[config.mk]
export PLATFORM = sky130hd
export DESIGN_NAME = tsfb_flag_bank
export DESIGN_NICKNAME = d
export VERILOG_FILES = /design/src/hw/tsfb_pkg.sv /design/src/hw/tsfb_hottest.sv /design/src/hw/tsfb_rc_flags.sv /design/src/hw/tsfb_flag_bank.sv
export SDC_FILE = /design/constraint.sdc
export NUM_CORES = 1
export LEC_CHECK = 0
export ABC_AREA = 1
export BUFFER_PORTS_ARGS = -buffer_cell sky130_fd_sc_hd__buf_4
export CAP_MARGIN = 20
export CELL_PAD_IN_SITES_DETAIL_PLACEMENT = 2
export CELL_PAD_IN_SITES_GLOBAL_PLACEMENT = 2
export CORE_UTILIZATION = 28
export DETAILED_ROUTE_END_ITERATION = 6
export PLACE_DENSITY_LB_ADDON = 0.2
export SYNTH_ARGS = -nofsm -noshare
export SYNTH_HDL_FRONTEND = slang
export SYNTH_SLANG_ARGS = --single-unit
[constraint.sdc]
create_clock -name clk -period 5 [get_ports clk]
set_input_delay 0.25 -clock clk [delete_from_list [all_inputs] [get_ports clk]]
set_output_delay 0.25 -clock clk [all_outputs]
set_load 0.02 [all_outputs]
[src/hw/tsfb_pkg.sv]
package tsfb_pkg;
  localparam int NUM_CH = 5;
  localparam int NUM_EXT = 4;
  localparam int TEMP_W = 11;
  localparam int FRAC_W = 3;

  localparam logic [7:0] ADDR_SUMMARY = 8'h2A;
  localparam logic [7:0] ADDR_FAULT = 8'h2B;
  localparam logic [7:0] ADDR_UPPER = 8'h2C;
  localparam logic [7:0] ADDR_LOWER = 8'h2D;
  localparam logic [7:0] ADDR_OVERTEMP = 8'h2E;
  localparam logic [7:0] ADDR_HOT_INT = 8'h2F;
  localparam logic [7:0] ADDR_HOT_FRAC = 8'h30;

  localparam int SUM_CHG_BIT = 6;
  localparam int SUM_BUSY_BIT = 5;
  localparam int SUM_HIGH_BIT = 4;
  localparam int SUM_LOW_BIT = 3;
  localparam int SUM_FAULT_BIT = 2;
  localparam int SUM_EXT_OT_BIT = 1;
  localparam int SUM_INT_OT_BIT = 0;
  localparam int OT_HW_BIT = 7;
  localparam int FRAC_LSB = 5;

  localparam logic [7:0] SUMMARY_RST = 8'h00;
  localparam logic [7:0] FLAGS_RST = 8'h00;
  localparam logic [7:0] HOT_RST = 8'h00;
  localparam logic [7:0] UNMAPPED_DATA = 8'h00;
  localparam logic [7:0] HW_SDN_HYST = 8'h0A;
endpackage

[src/hw/tsfb_hottest.sv]
`timescale 1ns/1ps
`default_nettype none
module tsfb_hottest (
  input  wire logic [tsfb_pkg::NUM_CH-1:0][tsfb_pkg::TEMP_W-1:0] temps,
  output logic      [2:0]                                        hot_idx,
  output logic      [tsfb_pkg::TEMP_W-1:0]                       hot_val
);
  import tsfb_pkg::*;

  // Ties keep the lower channel, so equal readings never flip the index
  always_comb begin
    hot_idx = 3'h0;
    hot_val = temps[0];
    for (int i = 1; i < NUM_CH; i++) begin
      if (temps[i] > hot_val) begin
        hot_idx = 3'(i);
        hot_val = temps[i];
      end
    end
  end
endmodule
`default_nettype wire

[src/hw/tsfb_rc_flags.sv]
`timescale 1ns/1ps
`default_nettype none
module tsfb_rc_flags #(
  parameter int W = 5
) (
  input  wire logic         clk,
  input  wire logic         reset,
  input  wire logic [W-1:0] set_vec,
  input  wire logic         clr,
  output logic      [W-1:0] flags_r
);
  typedef struct packed {
    logic [W-1:0] flags;
  } tsfb_rc_state_t;

  tsfb_rc_state_t s_r;
  tsfb_rc_state_t s_nxt;

  // A set in the clearing cycle survives the read
  always_comb begin
    s_nxt = s_r;
    if (clr) begin
      s_nxt.flags = '0;
    end
    s_nxt.flags = s_nxt.flags | set_vec;
  end

  always_ff @(posedge clk) begin
    if (reset) begin
      s_r <= '0;
    end else begin
      s_r <= s_nxt;
    end
  end

  assign flags_r = s_r.flags;
endmodule
`default_nettype wire

[src/hw/tsfb_flag_bank.sv]
`timescale 1ns/1ps
`default_nettype none
module tsfb_flag_bank (
  input  wire logic                                              clk,
  input  wire logic                                              reset,
  input  wire logic                                              meas_done,
  input  wire logic                                              conv_busy,
  input  wire logic [tsfb_pkg::NUM_CH-1:0][tsfb_pkg::TEMP_W-1:0] ch_temp,
  input  wire logic [tsfb_pkg::NUM_CH-1:0][7:0]                  upper_limit,
  input  wire logic [tsfb_pkg::NUM_CH-1:0][7:0]                  lower_limit,
  input  wire logic [tsfb_pkg::NUM_CH-1:0][7:0]                  overtemp_limit,
  input  wire logic [7:0]                                        overtemp_hyst,
  input  wire logic [7:0]                                        hw_shutdown_limit,
  input  wire logic [tsfb_pkg::NUM_EXT-1:0]                      diode_fault,
  input  wire logic [tsfb_pkg::NUM_CH-1:0]                       alert_mask,
  input  wire logic                                              rd_stb,
  input  wire logic [7:0]                                        rd_addr,
  output logic      [7:0]                                        rd_data_r,
  output logic                                                   alert_pin_oe_r,
  output logic                                                   overtemp_pin_oe_r,
  output logic                                                   system_shutdown_pin_oe_r
);
  import tsfb_pkg::*;

  typedef struct packed {
    logic [NUM_CH-1:0] ot;
    logic              hw_sdn;
    logic              sum_high;
    logic              sum_low;
    logic              sum_fault;
    logic              hot_chg;
    logic [2:0]        hot_idx;
    logic [TEMP_W-1:0] hot_val;
    logic              busy;
    logic [7:0]        rd_data;
    logic              alert;
    logic              ot_pin;
    logic              sdn_pin;
  } tsfb_bank_state_t;

  tsfb_bank_state_t s_r;
  tsfb_bank_state_t s_nxt;

  logic [NUM_CH-1:0]  above_upper;
  logic [NUM_CH-1:0]  below_lower;
  logic [NUM_CH-1:0]  ot_set;
  logic [NUM_CH-1:0]  ot_release;
  logic [NUM_EXT-1:0] fault_r;
  logic [NUM_CH-1:0]  upper_r;
  logic [NUM_CH-1:0]  lower_r;
  logic [2:0]         new_idx;
  logic [TEMP_W-1:0]  new_val;
  logic               rd_fault;
  logic               rd_upper;
  logic               rd_lower;
  logic               hw_set;
  logic               hw_release;
  logic [7:0]         hw_floor;

  // Saturating floor keeps a small limit from wrapping to a huge threshold
  function automatic logic [7:0] sat_sub(input logic [7:0] a, input logic [7:0] b);
    sat_sub = (a > b) ? (a - b) : 8'h00;
  endfunction

  function automatic logic addr_is(input logic [7:0] a, input logic [7:0] ref_addr);
    addr_is = (a == ref_addr);
  endfunction

  genvar g;
  generate
    for (g = 0; g < NUM_CH; g++) begin : g_cmp
      // Compare at full resolution, except the overtemp release, which uses the integer part: any fraction above the integer limit counts
      assign above_upper[g] = ch_temp[g] > {upper_limit[g], {FRAC_W{1'b0}}};
      assign below_lower[g] = ch_temp[g] < {lower_limit[g], {FRAC_W{1'b0}}};
      assign ot_set[g] = ch_temp[g] > {overtemp_limit[g], {FRAC_W{1'b0}}};
      assign ot_release[g] =
        ch_temp[g][TEMP_W-1:FRAC_W] < sat_sub(overtemp_limit[g], overtemp_hyst);
    end
  endgenerate

  assign hw_floor = sat_sub(hw_shutdown_limit, HW_SDN_HYST);
  assign hw_set = ch_temp[1][TEMP_W-1:FRAC_W] > hw_shutdown_limit;
  assign hw_release = ch_temp[1][TEMP_W-1:FRAC_W] < hw_floor;

  assign rd_fault = rd_stb && addr_is(rd_addr, ADDR_FAULT);
  assign rd_upper = rd_stb && addr_is(rd_addr, ADDR_UPPER);
  assign rd_lower = rd_stb && addr_is(rd_addr, ADDR_LOWER);

  tsfb_hottest u_hottest (
    .temps   (ch_temp),
    .hot_idx (new_idx),
    .hot_val (new_val)
  );

  tsfb_rc_flags #(.W(NUM_EXT)) u_fault (
    .clk     (clk),
    .reset   (reset),
    .set_vec (meas_done ? diode_fault : '0),
    .clr     (rd_fault),
    .flags_r (fault_r)
  );

  tsfb_rc_flags #(.W(NUM_CH)) u_upper (
    .clk     (clk),
    .reset   (reset),
    .set_vec (meas_done ? above_upper : '0),
    .clr     (rd_upper),
    .flags_r (upper_r)
  );

  tsfb_rc_flags #(.W(NUM_CH)) u_lower (
    .clk     (clk),
    .reset   (reset),
    .set_vec (meas_done ? below_lower : '0),
    .clr     (rd_lower),
    .flags_r (lower_r)
  );

  always_comb begin
    s_nxt = s_r;
    s_nxt.busy = conv_busy;
    // Clears first, so a measurement in the same cycle wins
    if (rd_upper) begin
      s_nxt.sum_high = 1'b0;
    end
    if (rd_lower) begin
      s_nxt.sum_low = 1'b0;
    end
    if (rd_fault) begin
      s_nxt.sum_fault = 1'b0;
    end
    if (meas_done) begin
      if (|(above_upper & ~alert_mask)) begin
        s_nxt.sum_high = 1'b1;
      end
      if (|(below_lower & ~alert_mask)) begin
        s_nxt.sum_low = 1'b1;
      end
      if (|(diode_fault & ~alert_mask[NUM_CH-1:1])) begin
        s_nxt.sum_fault = 1'b1;
      end
      // Overtemp ignores the mask; hysteresis holds the flag until release
      for (int i = 0; i < NUM_CH; i++) begin
        if (ot_set[i]) begin
          s_nxt.ot[i] = 1'b1;
        end else if (ot_release[i]) begin
          s_nxt.ot[i] = 1'b0;
        end
      end
      if (hw_set) begin
        s_nxt.hw_sdn = 1'b1;
      end else if (hw_release) begin
        s_nxt.hw_sdn = 1'b0;
      end
      s_nxt.hot_chg = (new_idx != s_r.hot_idx);
      s_nxt.hot_idx = new_idx;
      s_nxt.hot_val = new_val;
    end
    s_nxt.alert = s_r.sum_high | s_r.sum_low | s_r.sum_fault;
    s_nxt.ot_pin = |s_r.ot;
    s_nxt.sdn_pin = s_r.hw_sdn;
    // Read data is taken before the clear lands
    if (rd_stb) begin
      if (addr_is(rd_addr, ADDR_SUMMARY)) begin
        s_nxt.rd_data = SUMMARY_RST;
        s_nxt.rd_data[SUM_CHG_BIT] = s_r.hot_chg;
        s_nxt.rd_data[SUM_BUSY_BIT] = s_r.busy;
        s_nxt.rd_data[SUM_HIGH_BIT] = s_r.sum_high;
        s_nxt.rd_data[SUM_LOW_BIT] = s_r.sum_low;
        s_nxt.rd_data[SUM_FAULT_BIT] = s_r.sum_fault;
        s_nxt.rd_data[SUM_EXT_OT_BIT] = |s_r.ot[NUM_CH-1:1];
        s_nxt.rd_data[SUM_INT_OT_BIT] = s_r.ot[0];
      end else if (addr_is(rd_addr, ADDR_FAULT)) begin
        s_nxt.rd_data = {3'h0, fault_r, 1'b0};
      end else if (addr_is(rd_addr, ADDR_UPPER)) begin
        s_nxt.rd_data = {3'h0, upper_r};
      end else if (addr_is(rd_addr, ADDR_LOWER)) begin
        s_nxt.rd_data = {3'h0, lower_r};
      end else if (addr_is(rd_addr, ADDR_OVERTEMP)) begin
        s_nxt.rd_data = {s_r.hw_sdn, 2'h0, s_r.ot};
      end else if (addr_is(rd_addr, ADDR_HOT_INT)) begin
        s_nxt.rd_data = s_r.hot_val[TEMP_W-1:FRAC_W];
      end else if (addr_is(rd_addr, ADDR_HOT_FRAC)) begin
        s_nxt.rd_data = {s_r.hot_val[FRAC_W-1:0], 5'h00};
      end else begin
        s_nxt.rd_data = UNMAPPED_DATA;
      end
    end
  end

  always_ff @(posedge clk) begin
    if (reset) begin
      s_r <= '0;
    end else begin
      s_r <= s_nxt;
    end
  end

  assign rd_data_r = s_r.rd_data;
  assign alert_pin_oe_r = s_r.alert;
  assign overtemp_pin_oe_r = s_r.ot_pin;
  assign system_shutdown_pin_oe_r = s_r.sdn_pin;

  chk_hot_change: assert property (@(posedge clk) disable iff (reset)
    meas_done
    |=> s_r.hot_chg == ($past(new_idx) != $past(s_r.hot_idx)))
    else $error("hottest change not reported");

  chk_alert_high: assert property (@(posedge clk) disable iff (reset)
    meas_done && |(above_upper & ~alert_mask) |=> ##1 alert_pin_oe_r)
    else $error("upper violation did not drive alert");

  chk_alert_low: assert property (@(posedge clk) disable iff (reset)
    meas_done && |(below_lower & ~alert_mask) |=> ##1 alert_pin_oe_r)
    else $error("lower violation did not drive alert");

  chk_alert_fault: assert property (@(posedge clk) disable iff (reset)
    meas_done && |(diode_fault & ~alert_mask[NUM_CH-1:1]) |=> ##1 alert_pin_oe_r)
    else $error("diode fault did not drive alert");

  chk_ot_pin_follow: assert property (@(posedge clk) disable iff (reset)
    !$past(reset) |-> overtemp_pin_oe_r == $past(|s_r.ot))
    else $error("overtemp pin does not follow channel flags");

  chk_fault_layout: assert property (@(posedge clk) disable iff (reset)
    rd_stb && addr_is(rd_addr, ADDR_FAULT)
    |=> rd_data_r[7:5] == 3'h0 && !rd_data_r[0])
    else $error("fault register reserved bits not zero");

  chk_upper_clear: assert property (@(posedge clk) disable iff (reset)
    rd_upper && !meas_done |=> upper_r == '0 && !s_r.sum_high)
    else $error("upper read did not clear flags");

  chk_lower_clear: assert property (@(posedge clk) disable iff (reset)
    rd_lower && !meas_done |=> lower_r == '0 && !s_r.sum_low)
    else $error("lower read did not clear flags");

  chk_ot_read_keep: assert property (@(posedge clk) disable iff (reset)
    rd_stb && addr_is(rd_addr, ADDR_OVERTEMP) && !meas_done |=> $stable(s_r.ot))
    else $error("overtemp read changed flags");

  chk_frac_zero: assert property (@(posedge clk) disable iff (reset)
    rd_stb && addr_is(rd_addr, ADDR_HOT_FRAC) |=> rd_data_r[4:0] == 5'h00)
    else $error("fraction low bits not zero");

  chk_busy_bit: assert property (@(posedge clk) disable iff (reset)
    conv_busy ##1 rd_stb && addr_is(rd_addr, ADDR_SUMMARY)
    |=> rd_data_r[SUM_BUSY_BIT] && !rd_data_r[7])
    else $error("busy bit wrong");

  // Guarded so a short reset cannot compare against pre-reset state
  chk_sdn_follow: assert property (@(posedge clk) disable iff (reset)
    !$past(reset) |-> system_shutdown_pin_oe_r == $past(s_r.hw_sdn))
    else $error("shutdown pin does not follow shutdown flag");

  chk_alert_follow: assert property (@(posedge clk) disable iff (reset)
    !$past(reset) |-> alert_pin_oe_r == $past(s_r.sum_high | s_r.sum_low | s_r.sum_fault))
    else $error("alert pin does not follow summary flags");

  chk_busy_follow: assert property (@(posedge clk) disable iff (reset)
    !$past(reset) |-> s_r.busy == $past(conv_busy))
    else $error("busy flag does not follow conversion");

  chk_ot_set: assert property (@(posedge clk) disable iff (reset)
    meas_done && |ot_set |=> |s_r.ot)
    else $error("overtemp violation did not set a flag");

  chk_fault_clear: assert property (@(posedge clk) disable iff (reset)
    rd_fault && !meas_done |=> fault_r == '0 && !s_r.sum_fault)
    else $error("fault read did not clear flags");

  chk_upper_hold: assert property (@(posedge clk) disable iff (reset)
    !meas_done && !rd_upper |=> $stable(upper_r))
    else $error("upper flags changed outside a measurement");

  chk_lower_hold: assert property (@(posedge clk) disable iff (reset)
    !meas_done && !rd_lower |=> $stable(lower_r))
    else $error("lower flags changed outside a measurement");

  chk_fault_hold: assert property (@(posedge clk) disable iff (reset)
    !meas_done && !rd_fault |=> $stable(fault_r))
    else $error("fault flags changed outside a measurement");

  chk_hot_int_read: assert property (@(posedge clk) disable iff (reset)
    rd_stb && addr_is(rd_addr, ADDR_HOT_INT)
    |=> rd_data_r == $past(s_r.hot_val[TEMP_W-1:FRAC_W]))
    else $error("hottest integer byte wrong");

  chk_hot_frac_read: assert property (@(posedge clk) disable iff (reset)
    rd_stb && addr_is(rd_addr, ADDR_HOT_FRAC)
    |=> rd_data_r[7:5] == $past(s_r.hot_val[FRAC_W-1:0]))
    else $error("hottest fraction bits wrong");
endmodule
`default_nettype wire

==> reports/summary.txt <==
Worst slew pin tran -> 0.888 ns
Initial DRC count -> 419
Failing checks -> negative setup slack
Vias in the first global route -> 13,700
Main area contributors after synthesis -> ha_1 30%, nand2_1 12%, inv_1 11%
Crit-path max cell delay -> 0.30 ns
CP required -> 5.22 ns
Final TNS setup -> -5.97 ns
Ports -> 224
Clock Sinks -> 50
Startpoint Class -> input pin
Status -> complete, but fails checks
Pins Over Slew Limit -> 0
Adder-cell share of the synthesized area -> 30.7%
Worst Hold Class -> in2reg
Mean area per synthesized cell -> 6.59 sq um
Initial antenna violation count -> 1
Max cap viols -> 0
Number of synthesized register bits -> 50
Clock slew at reported path FFs -> 0.07 ns
Compound-Gate Fraction of Synth Area -> 16.4%
Fmax -> 181 MHz
CTS root buf -> clkbuf_16
Worst path arrival time -> 5.73 ns
Slack of the critical path -> -0.518 ns
Post-layout util -> 40.1%
Synth top area share -> 29.8%
Std cell rows -> 70
Leakage power -> 7.86 nW
CTS tree -> done
Most used cell, CP -> nand2_4
Worst setup EP type -> flop
Synth warn -> 0
Synth unique cells -> 54
Via density -> 5.09
Crit path time final -> 5.52 ns
Unrepaired setup endpoints after global routing -> yes
P&R area growth vs syn -> 40.4%
Max_slew headroom -> 40.7%
FFs w/ async S/R, synth -> 0%
Most common cell after layout, fill and taps aside -> buf_4
Num CTS Buffers -> 5
Horiz. Die Dim -> 196 microns
Pwr Density -> 228 nW/um^2
H-tree Lvls -> 2
Detail Placement HPWL -> 39,800 microns
Buffers from clock root to sink, at most -> 2
DRC -> 0
Syn Inst Count -> 1,594
Hold Fails Final Rpt -> 0
Largest family of logic cells by synthesized area -> adder cells
WS Path Type -> in2reg
Detail Route Antenna Nets -> 0
Number of nets in the layout -> 2,390
Synth area leader -> ha_1
Post-Syn Area -> 10,500 sq um
Starting Density -> 28.6%
GRT Util Overall -> 25.4%
Worst IR Drop VDD -> 0.000147 V
Die Footprint -> 38,300 sq um
XOR/XNOR share of the synthesized area -> 0.417%
Crit share post-route -> 110%
Routed WL -> 51,500 microns
Die H -> 196 microns
Post-synthesis mux area share -> 0%
Top fanout value on the critical path -> 8
Post-DR wirelength/cell -> 21.5 microns
Top_reg_cell synth -> dfxtp_1
Number of setup violations in the final report -> 15
Seq/Total Area, Yosys -> 9.53%
WHS -> 0.150 ns
Largest net degree at the start of global routing -> 32
Ratio of cells with drive above 1 in the final layout -> 30.3%
GP Congestion -> 0.885
Critical-path top delay cell -> ha_4
Commonest cells after routing, fill and taps aside -> 318 x buf_4, 308 x nand2_1, 288 x inv_1, 216 x ha_1, 119 x a21oi_1
Via count -> 12,200
GRT overflow -> 0
First-pass GRT wire length -> 75,300 microns
Drt pass-1 iters -> 4
Post-synth EDFFs -> 0
Final worst clock skew -> 0.0126 ns
Clk_lat worst skew -> 0.32 ns
Post-Synth Simple-Gate Area -> 29.8%
Power consumption -> 3.36 mW
Core Region -> 36,800 sq um
Port bufs -> 223
Net count after synthesis -> 2,062
## worst max-delay path, delay by kind of cell
family	cells	cell delay [ns]
and+or+nand+nor	26	3.14
adders and majority gates	4	1.07
buffers and inverters	7	0.76
AOI/OAI and AO/OA	3	0.50
## per-layer routing
metal	GRT usage, %	wire length (microns)
met3	2.61	1430
met5	0	0
met4	7.55	1650
met1	29.9	21600
met2	48.2	26800
## flip-flops by register name, indices dropped and copies added, names as in the netlist
name and flops:
alert_pin_oe_r 1, system_shutdown_pin_oe_r 1, s_r 24, rd_data_r 8, s_nxt 1, overtemp_pin_oe_r 1
u_fault.flags_r 4, u_lower.flags_r 5, u_upper.flags_r 5
## synth_stat cells, types with 2 or more instances
| cell type | n |
|---|---|
| nand2_1 | 345 |
| inv_1 | 302 |
| ha_1 | 250 |
| a21oi_1 | 128 |
| nor2_1 | 102 |
| nand3_1 | 64 |
| o21ai_0 | 62 |
| dfxtp_1 | 50 |
| nand3_2 | 41 |
| nand4_1 | 25 |
| nor3_1 | 18 |
| nand2_2 | 15 |
| nand2_4 | 14 |
| a21oi_2 | 13 |
| a31oi_1 | 12 |
| and2_1 | 12 |
| a211oi_1 | 11 |
| inv_2 | 11 |
| o21ai_1 | 10 |
| o31ai_1 | 10 |
| buf_4 | 9 |
| clkbuf_1 | 9 |
| o211ai_1 | 8 |
| o21a_1 | 7 |
| o22ai_1 | 6 |
| a21o_1 | 5 |
| fa_1 | 5 |
| o21bai_1 | 5 |
| a2111oi_0 | 3 |
| a221oi_1 | 3 |
| buf_6 | 3 |
| nor2_2 | 3 |
| xor2_1 | 3 |
| a21boi_0 | 2 |
| buf_1 | 2 |
| buf_12 | 2 |
| nand3_4 | 2 |
| nand3b_1 | 2 |
| o221ai_1 | 2 |
| o32ai_1 | 2 |
| or2_2 | 2 |
| xnor2_1 | 2 |
## report_power, final
part           switching (mW)  internal, mW
combinational            1.38          1.11
clock                   0.195         0.190
sequential             0.0383         0.452
total                    1.61          1.75
## logic make-up (layout without fill, tap and decap cells)
family                   Yosys count  count (layout)
AND/OR/NAND/NOR                  650             651
XOR/XNOR                           5               5
buffers and inverters            340             668
AO/OA/AOI/OAI                    294             294
other                              0               1
flip-flops                        50              50
adder cells (fa/ha/maj)          255             255
## path summary, 6_finish.rpt
check / startpoint / to / slack, ns / depth (start not counted)
max: ch_temp[2] / s_r[26] / -0.52 / 40
min: conv_busy / s_r[11] / 0.15 / 3
max reg2reg: s_r[34] / rd_data_r[1] / 3.51 / 5
min reg2reg: s_r[14] / s_r[14] / 0.48 / 2
## metrics by stage
stage | setup slack (ns) | std cells | cell area, sq um
final | -0.518 | 2392 | 14700
after global routing | -0.799 | 2391 | 14700
after CTS | -0.0472 | 2384 | 14300
after detailed placement | -0.932 | 2363 | 13400
after global placement | -0.436 | 2363 | 13400
after floorplan | 0.0580 | 1594 | 10500
## layout make-up
type,instances,area [sq um]
fill,4363,22000
multi-input combinational,1205,9020
timing repair buffer,345,2780
inverter,314,1200
sequential,50,1000
tap,468,586
clock buffer,5,125
clock inverter,3,22.5
timing repair inverter,1,6.26
antenna,1,2.50
## repair_timing
item / 4_1_cts / 5_1_grt
gates cloned: 3 / 1
endpoints found under the setup margin: 15 / 15
hold buffers: 0 / 0
pin swaps: 50 / 52
resized for setup: 141 / 74
buffers inserted: 10 / 6
(Power assumes the default switching activity.)
